`config.mk`:
```
export PLATFORM = sky130hd
export DESIGN_NAME = usart_tx_rx_datapath
export DESIGN_NICKNAME = d
export VERILOG_FILES = /design/src/usart_pkg.sv /design/src/usart_tx_rx_datapath.sv
export SDC_FILE = /design/constraint.sdc
export NUM_CORES = 1
export LEC_CHECK = 0
export BUFFER_PORTS_ARGS = -buffer_cell sky130_fd_sc_hd__buf_2
export CAP_MARGIN = 20
export CORE_MARGIN = 4
export CORE_UTILIZATION = 40
export DETAILED_ROUTE_END_ITERATION = 8
export GPL_TIMING_DRIVEN = 0
export MAX_ROUTING_LAYER = met4
export PLACE_DENSITY_LB_ADDON = 0.25
export SLEW_MARGIN = 10
export SYNTH_ARGS = -nofsm -noshare
export SYNTH_HDL_FRONTEND = slang
export SYNTH_SLANG_ARGS = --single-unit
```
`constraint.sdc`:
```
create_clock -name SYS_CLK_I -period 8.95 [get_ports SYS_CLK_I]
set_input_delay 2.2375 -clock SYS_CLK_I [delete_from_list [all_inputs] [get_ports SYS_CLK_I]]
set_output_delay 2.2375 -clock SYS_CLK_I [all_outputs]
set_load 0.02 [all_outputs]
```
`src/usart_pkg.sv`:
```
// constants, types and field layout of the serial data path
// assumes one system clock and a cpu register port of eight bits
package usart_pkg;

    // ****************************************************************
    // register addresses
    // ****************************************************************
    localparam logic [2:0] ADDR_DATA = 3'h0;
    localparam logic [2:0] ADDR_CSA = 3'h1;
    localparam logic [2:0] ADDR_CSB = 3'h2;
    localparam logic [2:0] ADDR_CSC = 3'h3;
    localparam logic [2:0] ADDR_BAUD_LO = 3'h4;
    localparam logic [2:0] ADDR_BAUD_HI = 3'h5;

    // ****************************************************************
    // bit positions
    // ****************************************************************
    localparam int A_RXC = 7;
    localparam int A_TXC = 6;
    localparam int A_DE = 5;
    localparam int A_DBL = 1;
    localparam int B_TXC_IE = 6;
    localparam int B_DE_IE = 5;
    localparam int B_RECEIVE_ENABLE = 4;
    localparam int B_TRANSMIT_ENABLE = 3;
    localparam int B_SZ2 = 2;
    localparam int B_RX9 = 1;
    localparam int B_TX9 = 0;
    localparam int C_MASTER = 7;
    localparam int C_SYNC = 6;
    localparam int C_PAR = 4;
    localparam int C_STOP2 = 3;
    localparam int C_SZ = 1;

    // ****************************************************************
    // reset values and counts
    // ****************************************************************
    localparam logic [2:0] SIZE_RST = 3'h3;
    localparam logic [2:0] SIZE_NINE = 3'h7;
    localparam logic [11:0] BAUD_RST = 12'h000;
    localparam logic [3:0] OS_LAST_NORM = 4'hF;
    localparam logic [3:0] OS_LAST_DBL = 4'h7;
    localparam logic [3:0] OS_HALF_NORM = 4'h7;
    localparam logic [3:0] OS_HALF_DBL = 4'h3;
    localparam logic [3:0] RX_SH_W = 4'hA;

    typedef struct packed {
        logic master;
        logic sync;
        logic [1:0] parity;
        logic stop2;
        logic [2:0] size;
        logic dbl;
    } frame_cfg_type;

    typedef enum logic [1:0] {
        RX_IDLE = 2'b00,
        RX_START = 2'b01,
        RX_BITS = 2'b10,
        RX_STOP = 2'b11
    } rx_state_type;

endpackage

```
`src/usart_tx_rx_datapath.sv`:
```
// serial transmit and receive data path with its cpu registers
// assumes a cpu port on SYS_CLK_I; pins arrive from outside the domain
`timescale 1ns/1ns
module usart_tx_rx_datapath
    import usart_pkg::*;
#(
    parameter int RX_DEPTH = 2
)
(
    input wire logic SYS_CLK_I,
    input wire logic NRST_I,
    input wire logic [2:0] ADDR_I,
    input wire logic [7:0] WDATA_I,
    input wire logic WR_I,
    input wire logic RD_I,
    output logic [7:0] RDATA_O,
    input wire logic TX_COMPLETE_ACK_I,
    output logic DATA_EMPTY_IRQ_O,
    output logic TX_COMPLETE_IRQ_O,
    output logic SERIAL_OUT_PIN_O,
    output logic SERIAL_OUT_PIN_OE_O,
    input wire logic SERIAL_IN_PIN_I,
    output logic SERIAL_IN_OVERRIDE_O,
    input wire logic SYNC_CLOCK_PIN_I,
    output logic SYNC_CLOCK_PIN_O,
    output logic SYNC_CLOCK_PIN_OE_O
);

    // refuse fifo depths the one-bit pointers cannot serve
    generate
        if (RX_DEPTH < 1 || RX_DEPTH > 2)
        begin : g_depth_check
            $error("RX_DEPTH must be 1 or 2");
        end
    endgenerate

    // ****************************************************************
    // helper functions
    // ****************************************************************

    // data bits per character code
    function automatic logic [3:0] data_bits(input logic [2:0] size);
        case (size)
            3'h0: data_bits = 4'h5;
            3'h1: data_bits = 4'h6;
            3'h2: data_bits = 4'h7;
            3'h7: data_bits = 4'h9;
            default: data_bits = 4'h8;
        endcase
    endfunction

    // keep only the character's own bits
    function automatic logic [8:0] char_mask(input logic [8:0] d,
                                             input logic [3:0] n);
        char_mask = d & (9'h1FF >> (4'h9 - n));
    endfunction

    // whole frame, lsb leaves first
    function automatic logic [12:0] build_frame(input logic [8:0] d,
                                                input frame_cfg_type c);
        logic [12:0] f;
        logic [3:0] n;
        logic p;
        n = data_bits(c.size);
        f = 13'h1FFE;
        p = c.parity[0];
        for (int i = 0; i < 9; i++)
        begin
            if (4'(i) < n)
            begin
                f[i + 1] = d[i];
                p = p ^ d[i];
            end
        end
        if (c.parity[1])
        begin
            f[n + 4'h1] = p;
        end
        build_frame = f;
    endfunction

    // bits in a frame including start and stops
    function automatic logic [3:0] frame_len(input frame_cfg_type c);
        frame_len = 4'h2 + data_bits(c.size) + {3'h0, c.parity[1]}
            + {3'h0, c.stop2};
    endfunction

    // ****************************************************************
    // control registers
    // ****************************************************************
    frame_cfg_type cfg_reg;
    logic tx_enable_reg;
    logic receive_enable_reg;
    logic tx_ninth_bit_reg;
    logic de_irq_enable_reg;
    logic txc_irq_enable_reg;
    logic [11:0] baud_reg;
    logic wr_data;
    logic rd_data;

    assign wr_data = WR_I && ADDR_I == ADDR_DATA;
    assign rd_data = RD_I && ADDR_I == ADDR_DATA;

    // software writes to control and baud
    always_ff @(posedge SYS_CLK_I or negedge NRST_I)
    begin
        if (!NRST_I)
        begin
            cfg_reg <= '{master: 1'b0, sync: 1'b0, parity: 2'h0,
                         stop2: 1'b0, size: SIZE_RST, dbl: 1'b0};
            tx_enable_reg <= 1'b0;
            receive_enable_reg <= 1'b0;
            tx_ninth_bit_reg <= 1'b0;
            de_irq_enable_reg <= 1'b0;
            txc_irq_enable_reg <= 1'b0;
            baud_reg <= BAUD_RST;
        end
        else if (WR_I)
        begin
            case (ADDR_I)
                ADDR_CSA: cfg_reg.dbl <= WDATA_I[A_DBL];
                ADDR_CSB:
                begin
                    txc_irq_enable_reg <= WDATA_I[B_TXC_IE];
                    de_irq_enable_reg <= WDATA_I[B_DE_IE];
                    receive_enable_reg <= WDATA_I[B_RECEIVE_ENABLE];
                    tx_enable_reg <= WDATA_I[B_TRANSMIT_ENABLE];
                    cfg_reg.size[2] <= WDATA_I[B_SZ2];
                    tx_ninth_bit_reg <= WDATA_I[B_TX9];
                end
                ADDR_CSC:
                begin
                    cfg_reg.master <= WDATA_I[C_MASTER];
                    cfg_reg.sync <= WDATA_I[C_SYNC];
                    cfg_reg.parity <= WDATA_I[C_PAR +: 2];
                    cfg_reg.stop2 <= WDATA_I[C_STOP2];
                    cfg_reg.size[1:0] <= WDATA_I[C_SZ +: 2];
                end
                ADDR_BAUD_LO: baud_reg[7:0] <= WDATA_I;
                ADDR_BAUD_HI: baud_reg[11:8] <= WDATA_I[3:0];
                default: baud_reg <= baud_reg;
            endcase
        end
    end

    // ****************************************************************
    // bit timing and pin synchronisers
    // ****************************************************************
    logic [11:0] baud_cnt_reg;
    logic [3:0] tx_os_reg;
    logic [3:0] os_last;
    logic baud_tick;
    logic [2:0] xck_sync_reg;
    logic [1:0] rxd_sync_reg;
    logic clk_rise;
    logic clk_fall;
    logic tx_step;
    logic rx_line;

    assign baud_tick = baud_cnt_reg == 12'h000;
    assign os_last = cfg_reg.dbl ? OS_LAST_DBL : OS_LAST_NORM;
    assign rx_line = rxd_sync_reg[1];

    // own clock edges as master, pin edges after sync as slave
    assign clk_rise = cfg_reg.master ? baud_tick && !SYNC_CLOCK_PIN_O
        : xck_sync_reg[1] && !xck_sync_reg[2];
    assign clk_fall = cfg_reg.master ? baud_tick && SYNC_CLOCK_PIN_O
        : !xck_sync_reg[1] && xck_sync_reg[2];

    assign tx_step = cfg_reg.sync ? clk_rise
        : baud_tick && tx_os_reg == os_last;

    // divider reloads so one tick spans baud plus one clocks
    always_ff @(posedge SYS_CLK_I or negedge NRST_I)
    begin
        if (!NRST_I)
        begin
            baud_cnt_reg <= BAUD_RST;
            tx_os_reg <= 4'h0;
        end
        else
        begin
            baud_cnt_reg <= baud_tick ? baud_reg : baud_cnt_reg - 12'h001;
            if (baud_tick)
            begin
                tx_os_reg <= tx_os_reg == os_last ? 4'h0
                    : tx_os_reg + 4'h1;
            end
        end
    end

    // two flops before any logic; third stage only for edges
    always_ff @(posedge SYS_CLK_I or negedge NRST_I)
    begin
        if (!NRST_I)
        begin
            xck_sync_reg <= 3'h0;
            rxd_sync_reg <= 2'h3;
        end
        else
        begin
            xck_sync_reg <= {xck_sync_reg[1:0], SYNC_CLOCK_PIN_I};
            rxd_sync_reg <= {rxd_sync_reg[0], SERIAL_IN_PIN_I};
        end
    end

    // sync clock pin: driven as master, read as slave
    always_ff @(posedge SYS_CLK_I or negedge NRST_I)
    begin
        if (!NRST_I)
        begin
            SYNC_CLOCK_PIN_O <= 1'b0;
            SYNC_CLOCK_PIN_OE_O <= 1'b0;
        end
        else
        begin
            SYNC_CLOCK_PIN_OE_O <= cfg_reg.sync && cfg_reg.master;
            if (cfg_reg.sync && cfg_reg.master && baud_tick)
            begin
                SYNC_CLOCK_PIN_O <= !SYNC_CLOCK_PIN_O;
            end
        end
    end

    // ****************************************************************
    // transmitter
    // ****************************************************************
    logic [8:0] tx_buf_reg;
    logic tx_full_reg;
    logic tx_busy_reg;
    logic [3:0] tx_left_reg;
    logic [12:0] tx_shift_reg;
    logic txc_flag_reg;
    logic tx_load;
    logic tx_done;
    logic [12:0] tx_frame;

    // load when idle or as the last stop bit ends
    assign tx_load = tx_step && tx_full_reg
        && (!tx_busy_reg || tx_left_reg == 4'h0);
    assign tx_done = tx_step && tx_busy_reg && tx_left_reg == 4'h0
        && !tx_full_reg;
    assign tx_frame = build_frame(tx_buf_reg, cfg_reg);

    // one character buffer; ninth bit taken at write
    always_ff @(posedge SYS_CLK_I or negedge NRST_I)
    begin
        if (!NRST_I)
        begin
            tx_buf_reg <= 9'h000;
            tx_full_reg <= 1'b0;
        end
        else
        begin
            // a write marks the buffer full even while loading
            tx_full_reg <= wr_data || (tx_full_reg && !tx_load);
            if (wr_data)
            begin
                tx_buf_reg <= {tx_ninth_bit_reg, WDATA_I};
            end
        end
    end

    // shifter: line idles high between frames
    always_ff @(posedge SYS_CLK_I or negedge NRST_I)
    begin
        if (!NRST_I)
        begin
            tx_busy_reg <= 1'b0;
            tx_left_reg <= 4'h0;
            tx_shift_reg <= 13'h1FFF;
            SERIAL_OUT_PIN_O <= 1'b1;
        end
        else if (tx_load)
        begin
            SERIAL_OUT_PIN_O <= tx_frame[0];
            tx_shift_reg <= {1'b1, tx_frame[12:1]};
            tx_left_reg <= frame_len(cfg_reg) - 4'h1;
            tx_busy_reg <= 1'b1;
        end
        else if (tx_step && tx_busy_reg && tx_left_reg != 4'h0)
        begin
            SERIAL_OUT_PIN_O <= tx_shift_reg[0];
            tx_shift_reg <= {1'b1, tx_shift_reg[12:1]};
            tx_left_reg <= tx_left_reg - 4'h1;
        end
        else if (tx_done)
        begin
            SERIAL_OUT_PIN_O <= 1'b1;
            tx_busy_reg <= 1'b0;
        end
    end

    // pin held until shifter and buffer drain
    always_ff @(posedge SYS_CLK_I or negedge NRST_I)
    begin
        if (!NRST_I)
        begin
            SERIAL_OUT_PIN_OE_O <= 1'b0;
        end
        else
        begin
            SERIAL_OUT_PIN_OE_O <= tx_enable_reg || tx_busy_reg
                || tx_full_reg;
        end
    end

    // cleared by service or a one; a new completion wins
    always_ff @(posedge SYS_CLK_I or negedge NRST_I)
    begin
        if (!NRST_I)
        begin
            txc_flag_reg <= 1'b0;
        end
        else if (tx_done)
        begin
            txc_flag_reg <= 1'b1;
        end
        else if (TX_COMPLETE_ACK_I
            || (WR_I && ADDR_I == ADDR_CSA && WDATA_I[A_TXC]))
        begin
            txc_flag_reg <= 1'b0;
        end
    end

    // level requests; global enable lives in the cpu
    always_ff @(posedge SYS_CLK_I or negedge NRST_I)
    begin
        if (!NRST_I)
        begin
            DATA_EMPTY_IRQ_O <= 1'b0;
            TX_COMPLETE_IRQ_O <= 1'b0;
        end
        else
        begin
            DATA_EMPTY_IRQ_O <= de_irq_enable_reg && !tx_full_reg;
            TX_COMPLETE_IRQ_O <= txc_irq_enable_reg && txc_flag_reg;
        end
    end

    // ****************************************************************
    // receiver
    // ****************************************************************
    rx_state_type rx_state_reg;
    logic [3:0] rx_os_reg;
    logic [3:0] rx_left_reg;
    logic [9:0] rx_shift_reg;
    logic [8:0] rx_mem_reg [RX_DEPTH];
    logic rx_wp_reg;
    logic rx_rp_reg;
    logic [1:0] rx_count_reg;
    logic rx_step;
    logic rx_mid;
    logic rx_push;
    logic rx_pop;
    logic [3:0] rx_total;
    logic [8:0] rx_char;

    // sample on the sync clock; async samples mid-bit
    assign rx_step = cfg_reg.sync ? clk_fall : baud_tick;
    assign rx_mid = cfg_reg.sync || rx_os_reg == os_last;
    assign rx_total = data_bits(cfg_reg.size) + {3'h0, cfg_reg.parity[1]};
    // upper bits forced to zero on capture
    assign rx_char = char_mask(9'(rx_shift_reg >> (RX_SH_W - rx_total)),
                               data_bits(cfg_reg.size));
    // capture on the first stop bit only
    assign rx_push = rx_step && rx_mid && rx_state_reg == RX_STOP
        && rx_count_reg != 2'(RX_DEPTH);
    assign rx_pop = rd_data && rx_count_reg != 2'h0;

    // start detect, half-bit check in async mode only, then one sample per bit
    always_ff @(posedge SYS_CLK_I or negedge NRST_I)
    begin
        if (!NRST_I)
        begin
            rx_state_reg <= RX_IDLE;
            rx_os_reg <= 4'h0;
            rx_left_reg <= 4'h0;
            rx_shift_reg <= 10'h000;
        end
        else if (!receive_enable_reg)
        begin
            rx_state_reg <= RX_IDLE;
        end
        else if (rx_step)
        begin
            rx_os_reg <= rx_os_reg + 4'h1;
            case (rx_state_reg)
                RX_IDLE:
                begin
                    rx_os_reg <= 4'h0;
                    rx_left_reg <= rx_total;
                    if (!rx_line)
                    begin
                        rx_state_reg <= cfg_reg.sync ? RX_BITS : RX_START;
                    end
                end
                RX_START:
                begin
                    if (rx_os_reg == (cfg_reg.dbl ? OS_HALF_DBL
                        : OS_HALF_NORM))
                    begin
                        rx_os_reg <= 4'h0;
                        // glitch shorter than half a bit is dropped
                        rx_state_reg <= rx_line ? RX_IDLE : RX_BITS;
                    end
                end
                RX_BITS:
                begin
                    if (rx_mid)
                    begin
                        rx_os_reg <= 4'h0;
                        rx_shift_reg <= {rx_line, rx_shift_reg[9:1]};
                        rx_left_reg <= rx_left_reg - 4'h1;
                        if (rx_left_reg == 4'h1)
                        begin
                            rx_state_reg <= RX_STOP;
                        end
                    end
                end
                RX_STOP:
                begin
                    if (rx_mid)
                    begin
                        rx_os_reg <= 4'h0;
                        rx_state_reg <= RX_IDLE;
                    end
                end
                default: rx_state_reg <= RX_IDLE;
            endcase
        end
    end

    // RX_DEPTH-deep fifo (one or two); flushed while the receiver is off
    always_ff @(posedge SYS_CLK_I or negedge NRST_I)
    begin
        if (!NRST_I)
        begin
            rx_wp_reg <= 1'b0;
            rx_rp_reg <= 1'b0;
            rx_count_reg <= 2'h0;
            for (int i = 0; i < RX_DEPTH; i++)
            begin
                rx_mem_reg[i] <= 9'h000;
            end
        end
        else if (!receive_enable_reg)
        begin
            rx_wp_reg <= 1'b0;
            rx_rp_reg <= 1'b0;
            rx_count_reg <= 2'h0;
        end
        else
        begin
            if (rx_push)
            begin
                rx_mem_reg[rx_wp_reg] <= rx_char;
                rx_wp_reg <= RX_DEPTH == 1 ? 1'b0 : !rx_wp_reg;
            end
            if (rx_pop)
            begin
                rx_rp_reg <= RX_DEPTH == 1 ? 1'b0 : !rx_rp_reg;
            end
            rx_count_reg <= rx_count_reg + {1'b0, rx_push}
                - {1'b0, rx_pop};
        end
    end

    // receive pin taken over while enabled
    always_ff @(posedge SYS_CLK_I or negedge NRST_I)
    begin
        if (!NRST_I)
        begin
            SERIAL_IN_OVERRIDE_O <= 1'b0;
        end
        else
        begin
            SERIAL_IN_OVERRIDE_O <= receive_enable_reg;
        end
    end

    // ****************************************************************
    // register read back
    // ****************************************************************
    logic [8:0] rx_head;
    logic rx_ready;
    logic [7:0] rd_mux;

    assign rx_ready = rx_count_reg != 2'h0;
    assign rx_head = rx_ready ? rx_mem_reg[rx_rp_reg] : 9'h000;

    // live status; data empty bit is read-only
    always_comb
    begin
        rd_mux = 8'h00;
        case (ADDR_I)
            ADDR_DATA: rd_mux = rx_head[7:0];
            ADDR_CSA:
            begin
                rd_mux[A_RXC] = rx_ready;
                rd_mux[A_TXC] = txc_flag_reg;
                rd_mux[A_DE] = !tx_full_reg;
                rd_mux[A_DBL] = cfg_reg.dbl;
            end
            ADDR_CSB:
            begin
                rd_mux[B_TXC_IE] = txc_irq_enable_reg;
                rd_mux[B_DE_IE] = de_irq_enable_reg;
                rd_mux[B_RECEIVE_ENABLE] = receive_enable_reg;
                rd_mux[B_TRANSMIT_ENABLE] = tx_enable_reg;
                rd_mux[B_SZ2] = cfg_reg.size[2];
                rd_mux[B_RX9] = rx_head[8];
                rd_mux[B_TX9] = tx_ninth_bit_reg;
            end
            ADDR_CSC:
            begin
                rd_mux[C_MASTER] = cfg_reg.master;
                rd_mux[C_SYNC] = cfg_reg.sync;
                rd_mux[C_PAR +: 2] = cfg_reg.parity;
                rd_mux[C_STOP2] = cfg_reg.stop2;
                rd_mux[C_SZ +: 2] = cfg_reg.size[1:0];
            end
            ADDR_BAUD_LO: rd_mux = baud_reg[7:0];
            ADDR_BAUD_HI: rd_mux = {4'h0, baud_reg[11:8]};
            default: rd_mux = 8'h00;
        endcase
    end

    // data valid only in the cycle after the strobe
    always_ff @(posedge SYS_CLK_I or negedge NRST_I)
    begin
        if (!NRST_I)
        begin
            RDATA_O <= 8'h00;
        end
        else
        begin
            RDATA_O <= RD_I ? rd_mux : 8'h00;
        end
    end

endmodule

```
==> impl_results.md, run 1 <==
- CTS buffer count: 17
- Max cap viols: 0
- Relative slew slack: 32.4%
- Most used routing layer: met2
- # nets final: 735
- Avg WL per Cell: 16.7 µm
- Max Freq: 0.260 GHz
- Worst r2r src: cfg_reg[1]
- Synthesis-to-finish area growth: 16.7%
- Total power: 2.32 mW
- Clk sinks: 132
- Placed Area: 0.00735 mm²
- Asr flop ratio synth: 100%
- CTS tree: built
- GRT overflow: 0
- Crit path from: cfg_reg[1]
- Setup TNS: 0 ps
- Largest net degree at the start of global routing: 93
- DIE AREA: 0.0194 mm²
- Worst-path clk slew: 60 ps
- DR iter-0 viols: 364
- Worst Hold Launch: rxd_sync_reg[0]
- DRT antenna net count: 0
- Cts hold-fix bufs: 0
- Primary FF master, synth: dfrtp_1
- Clock root buffer: clkbuf_16
- Met1 Use GR: 22.7%
- Drt via density: 5.32
- Final wirelength: 15500 µm
- Die Span X: 139 µm
- Design area: 0.00804 mm²
- Number of port buffers: 31
- RD Place Congestion: 0.866
- Post-route non-filler standard cell count: 929
- Clk_skew: 6.34 ps
- First-pass GRT wire length: 26200 µm
- Vert. Die Dim: 139 µm
- Total number of vias: 4939
- Number of global-route vias before repair: 4971
- Element type at the critical path end: flip-flop
- Sequential element share of the synthesized area: 48.3%
- EDFF count, synth: 0
- Crit path max fanout: 10
- CP startpoint kind: flip-flop
- Reg2reg path depth: 14
- Io pins: 33
- Final Max Tran Viols: 0
- RSZ-0062 raised after global routing: false
- Final worst-path cycle share: 42.9%
- Longest Clk Path Bufs: 2
- Setup Viol. Count Final: 0
- PwrDens: 288 mW/mm²
- Synth Area per Inst: 10.7 µm²
- Detail Placement HPWL: 11400 µm
- Worst min path class: reg -> reg
- Post-synthesis cell type count: 73
- Ys Warns: 0
- Worst skew pair latency: 420 ps
- N_diodes: 0
- Grt met2 use: 27.3%
- Hold Vio Cnt, Final: 0
- Lkg Pwr: 3.56 nW
- Initial core utilization: 41.2%
- Global Route Usage Sum: 17.3%
- Mapped Nets: 684
- Min Clock Period, post-route: 3840 ps
- Status: finished clean
- Rows: 47
- Post-CTS setup buffers: 0
- Share of layout cells above drive strength 1: 22.1%
- CORE AREA: 0.0167 mm²
- Max FFs per register: 18
- Number of synthesized register bits: 132
- Post-cts repair resize count: 0
- Crit path required time: 9310 ps
- Initial antenna violation count: 0
- Hold Path Stages: 0
- Setup CP Type: reg -> reg
- Htree depth: 4
- Mapped Cells: 646
- Residual DRC: 0
- Met3 GRT Util: 3.74%
- Synthesized cell area: 0.00689 mm²
- Worst-Margin Slew: 1010 ps
- First-pass DRT Iterations: 5
- Placed insts: 898
- Max IR drop VDD: 0.135 mV
- Critical path arrival: 4200 ps
kinds of logic (layout without fill, tap and decap cells):
family	count (synthesis)	in the layout	synth area share (%)
buffers and inverters	53	116	3.13
AND/OR/NAND/NOR	195	195	14.7
AO/OA/AOI/OAI	129	129	11.9
adder cells (fa/ha/maj)	21	21	3.89
multiplexers	88	88	14.5
flip-flops	132	132	48.3
XOR/XNOR	28	28	3.67
stage by stage:
step | setup WS, ps | hold WS, ps | util, %
floorplan | 5140 | 331 | -
global placement | 3930 | 348 | 43.8
detailed placement | 4730 | 351 | 44.0
CTS | 5110 | 359 | 48.1
global route | 4830 | 361 | 48.1
finish | 5110 | 357 | 48.1
routing by layer:
layer	part of all wire, %	up-vias
met1	47	2436
met5	0	-
met3	3.5	13
met2	48	94
met4	1.3	0
li1	-	2396
cell usage after synthesis, types with 2 or more instances:
library cell,number,area share [%]
nand2b_1,10,0.91
nand3_1,8,0.58
a21oi_1,28,2.0
a211oi_1,5,0.55
or4_1,2,0.22
and3_1,7,0.64
nand3b_1,4,0.44
nor2b_1,12,1.1
a21boi_0,4,0.44
xor2_1,9,1.1
nand3_2,2,0.29
nor2_1,49,2.7
a21o_1,3,0.33
clkbuf_1,19,1.0
o221ai_1,3,0.38
mux2_1,11,1.8
buf_2,6,0.44
o21bai_1,3,0.33
mux4_2,3,0.98
mux2i_1,23,3.3
buf_1,2,0.11
or3_1,4,0.36
a31oi_1,5,0.45
a22oi_1,3,0.33
inv_1,24,1.3
nand2_1,58,3.2
a32o_1,2,0.29
a221o_1,3,0.44
dfstp_2,17,6.5
o21ai_1,2,0.15
xnor2_1,18,2.3
a311oi_1,3,0.38
and2_1,9,0.82
ha_1,19,3.5
nor3_1,10,0.73
nand4_1,2,0.18
nand4b_1,2,0.25
o21ai_0,41,3.0
nor3b_1,3,0.33
o22a_1,3,0.38
mux2_2,51,8.3
dfrtp_1,115,42
o22ai_1,9,0.82
cell type report:
class / count / area [µm²]
Multi-Input combinational cell: 461 / 3350
Sequential cell: 132 / 3320
Tap cell: 220 / 275
Inverter: 24 / 90.1
Fill cell: 1545 / 8670
Timing Repair Buffer: 32 / 189
Clock inverter: 14 / 259
Buffer: 29 / 125
Clock buffer: 17 / 425
placed cells by master (no fill, tap or decap), types with 10 or more instances in the layout:
master,instances
dfrtp_1,115
buf_2,36
mux2_2,51
a21oi_1,28
ha_1,19
nor3_1,10
nor2b_1,12
clkbuf_16,17
dfstp_2,17
mux2_1,11
inv_1,24
mux2i_1,23
clkbuf_1,19
nand2_1,58
nor2_1,49
o21ai_0,41
nand2b_1,10
xnor2_1,18
critical path, stage by stage, from the launching register on:
cell      delay (ps)
dfstp_2          560
buf_1            390
nor2_1           100
nor2_1           210
inv_1             70
ha_1             210
ha_1             320
ha_1             350
buf_2            260
mux2i_1          130
mux2i_1          220
nor2b_1          160
a31oi_1           60
a311oi_1         470
mux2_2           250
final timing paths:
| path | endpoint | slack, ps |
|---|---|---|
| worst max-delay path | rx_mem_reg[2] | 5110 |
| worst min-delay path | rxd_sync_reg[1] | 360 |
| worst max register to register | rx_mem_reg[2] | 5110 |
| worst min register to register | rxd_sync_reg[1] | 360 |
| max in group asynchronous | cfg_reg[1] | 6450 |
| min in group asynchronous | rx_shift_reg[9] | 1720 |
power by group:
| part | total, mW | internal, mW | switching, mW |
|---|---|---|---|
| clock network | 0.810 | 0.548 | 0.262 |
| logic | 0.652 | 0.281 | 0.371 |
| registers | 0.854 | 0.746 | 0.109 |
| total | 2.32 | 1.57 | 0.742 |
Power figures use the tool's default switching activity.
==> run 2, diff against run 1 <==
clock period = 3.7 ns   (was 8.95 ns; I/O delays follow)
==> impl_results.md, run 2 (synthesis results as in run 1) <==
- CTS buffer count: 17
- Worst-path clk slew: 60 ps
- Post-cts repair resize count: 0
- Combinational Power Share: 28.1%
- Post-route non-filler standard cell count: 928
- Final Max Tran Viols: 0
- Post-CTS setup buffers: 0
- First-pass GRT wire length: 26100 µm
- Crit path max fanout: 10
- Die Span X: 139 µm
- Avg WL per Cell: 16.8 µm
- DR iter-0 viols: 429
- Global Route Usage Sum: 17.2%
- Setup TNS: 0 ps
- Max cap viols: 0
- Worst min path class: reg -> reg
- Final Worst Setup Slack: 233 ps
- CP startpoint kind: flip-flop
- Rows: 47
- # fillers: 1546
- Final hold slack: 357 ps
- First-pass DRT Iterations: 5
- RSZ-0062 raised after global routing: false
- Lkg Pwr: 3.56 nW
- Share of layout cells above drive strength 1: 22.5%
- Max FFs per register: 18
- Commonest non-fill, non-tap cell in the layout: dfrtp_1
- # nets final: 734
- GRT overflow: 0
- Clk_skew: 5.92 ps
- Synthesis-to-finish area growth: 16.8%
- DRT antenna net count: 0
- Relative slew slack: 32.9%
- Final worst-path cycle share: 93.7%
- Hold Vio Cnt, Final: 0
- Clk sinks: 132
- PwrDens: 699 mW/mm²
- Max IR drop VDD: 0.327 mV
- Largest net degree at the start of global routing: 93
- Final wirelength: 15600 µm
- Sw power: 1.81 mW
- Vert. Die Dim: 139 µm
- DIE AREA: 0.0194 mm²
- Worst skew pair latency: 420 ps
- Initial antenna violation count: 0
- N_diodes: 0
- Min Clock Period, post-route: 3470 ps
- Number of port buffers: 31
- Max Freq: 0.288 GHz
- Drt via density: 5.32
- Residual DRC: 0
- Setup CP Type: reg -> reg
- Post-layout util: 48.2%
- Seq pwr share: 36.9%
- Dpl ws: -120 ps
- Total number of vias: 4933
- Cts hold-fix bufs: 0
- CTS tree: built
- Setup Viol. Count Final: 0
- Placed insts: 898
- Element type at the critical path end: flip-flop
- Longest Clk Path Bufs: 2
- Io pins: 33
- Status: finished clean
- RD Place Congestion: 0.866
- Int Pwr: 3.81 mW
- Clock Power Share: 34.9%
- Net Sw Frac: 32.1%
- Htree depth: 4
- Clock root buffer: clkbuf_16
- Worst-Margin Slew: 1010 ps
- CORE AREA: 0.0167 mm²
- Crit path required time: 4000 ps
- Initial core utilization: 41.2%
- Critical path arrival: 3770 ps
- Detail Placement HPWL: 11400 µm
- Highest-count cells in the layout ignoring fill and taps: 115 x dfrtp_1, 58 x nand2_1, 51 x mux2_2, 48 x nor2_1, 41 x o21ai_0
- Number of global-route vias before repair: 4956
-- run 2: worst paths after layout --
check                                startpoint               to  slack [ps]  cells after the start
worst max-delay path                 cfg_reg[3]    rx_mem_reg[2]         230                     14
worst min-delay path            rxd_sync_reg[0]  rxd_sync_reg[1]         360                      0
min in group asynchronous                NRST_I  rx_shift_reg[9]         410                      1
worst max register to register       cfg_reg[3]    rx_mem_reg[2]         230                     14
worst min register to register  rxd_sync_reg[0]  rxd_sync_reg[1]         360                      0
max in group asynchronous                NRST_I       cfg_reg[2]        2500                      2
-- run 2: stage by stage --
step | instance area [µm²] | total power, mW
after CTS | 8030 | 5.64
after global routing | 8040 | 5.95
after detailed placement | 7350 | 3.66
final | 8040 | 5.62
after floorplan | 6890 | 3.23
after global placement | 7320 | 3.60
-- run 2: critical path, stage by stage (launching register included) --
cell and delay, ps:
dfrtp_1 380, clkbuf_1 210, and3_1 240, nor2_2 170, inv_1 60, ha_1 200
ha_1 320, ha_1 350, clkbuf_4 230, mux2i_1 260, mux2i_1 140, nor2b_1 160
a31oi_1 220, a311oi_2 100, mux2_2 300
-- run 2: cell type report --
| class | count | area, µm² | share of cell area [%] |
|---|---|---|---|
| clock inverters | 14 | 259 | 3.22 |
| plain buffers | 28 | 124 | 1.54 |
| flip-flops and latches | 132 | 3320 | 41.3 |
| clock buffers | 17 | 425 | 5.29 |
| multi-input cells | 461 | 3360 | 41.7 |
| well taps | 220 | 275 | 3.42 |
| repair buffers | 32 | 189 | 2.35 |
| inverters | 24 | 90.1 | 1.12 |
-- run 2: per-layer routing --
| layer | routed length [µm] | vias to the layer above | global-route usage [%] |
|---|---|---|---|
| met5 | 0 | - | - |
| met4 | 208 | 0 | 4.89 |
| met3 | 510 | 15 | 3.81 |
| met2 | 7380 | 90 | 27.1 |
| met1 | 7480 | 2436 | 22.6 |
| li1 | - | 2392 | - |
-- run 2: power groups by stage --
stage | registers [mW] | clock network (mW) | logic (mW)
finish | 2.08 | 1.96 | 1.58
global route | 2.12 | 2.06 | 1.77
global placement | 2.07 | 0 | 1.53
detailed placement | 2.09 | 0 | 1.57
CTS | 2.08 | 1.99 | 1.58
floorplan | 2.03 | 0 | 1.20
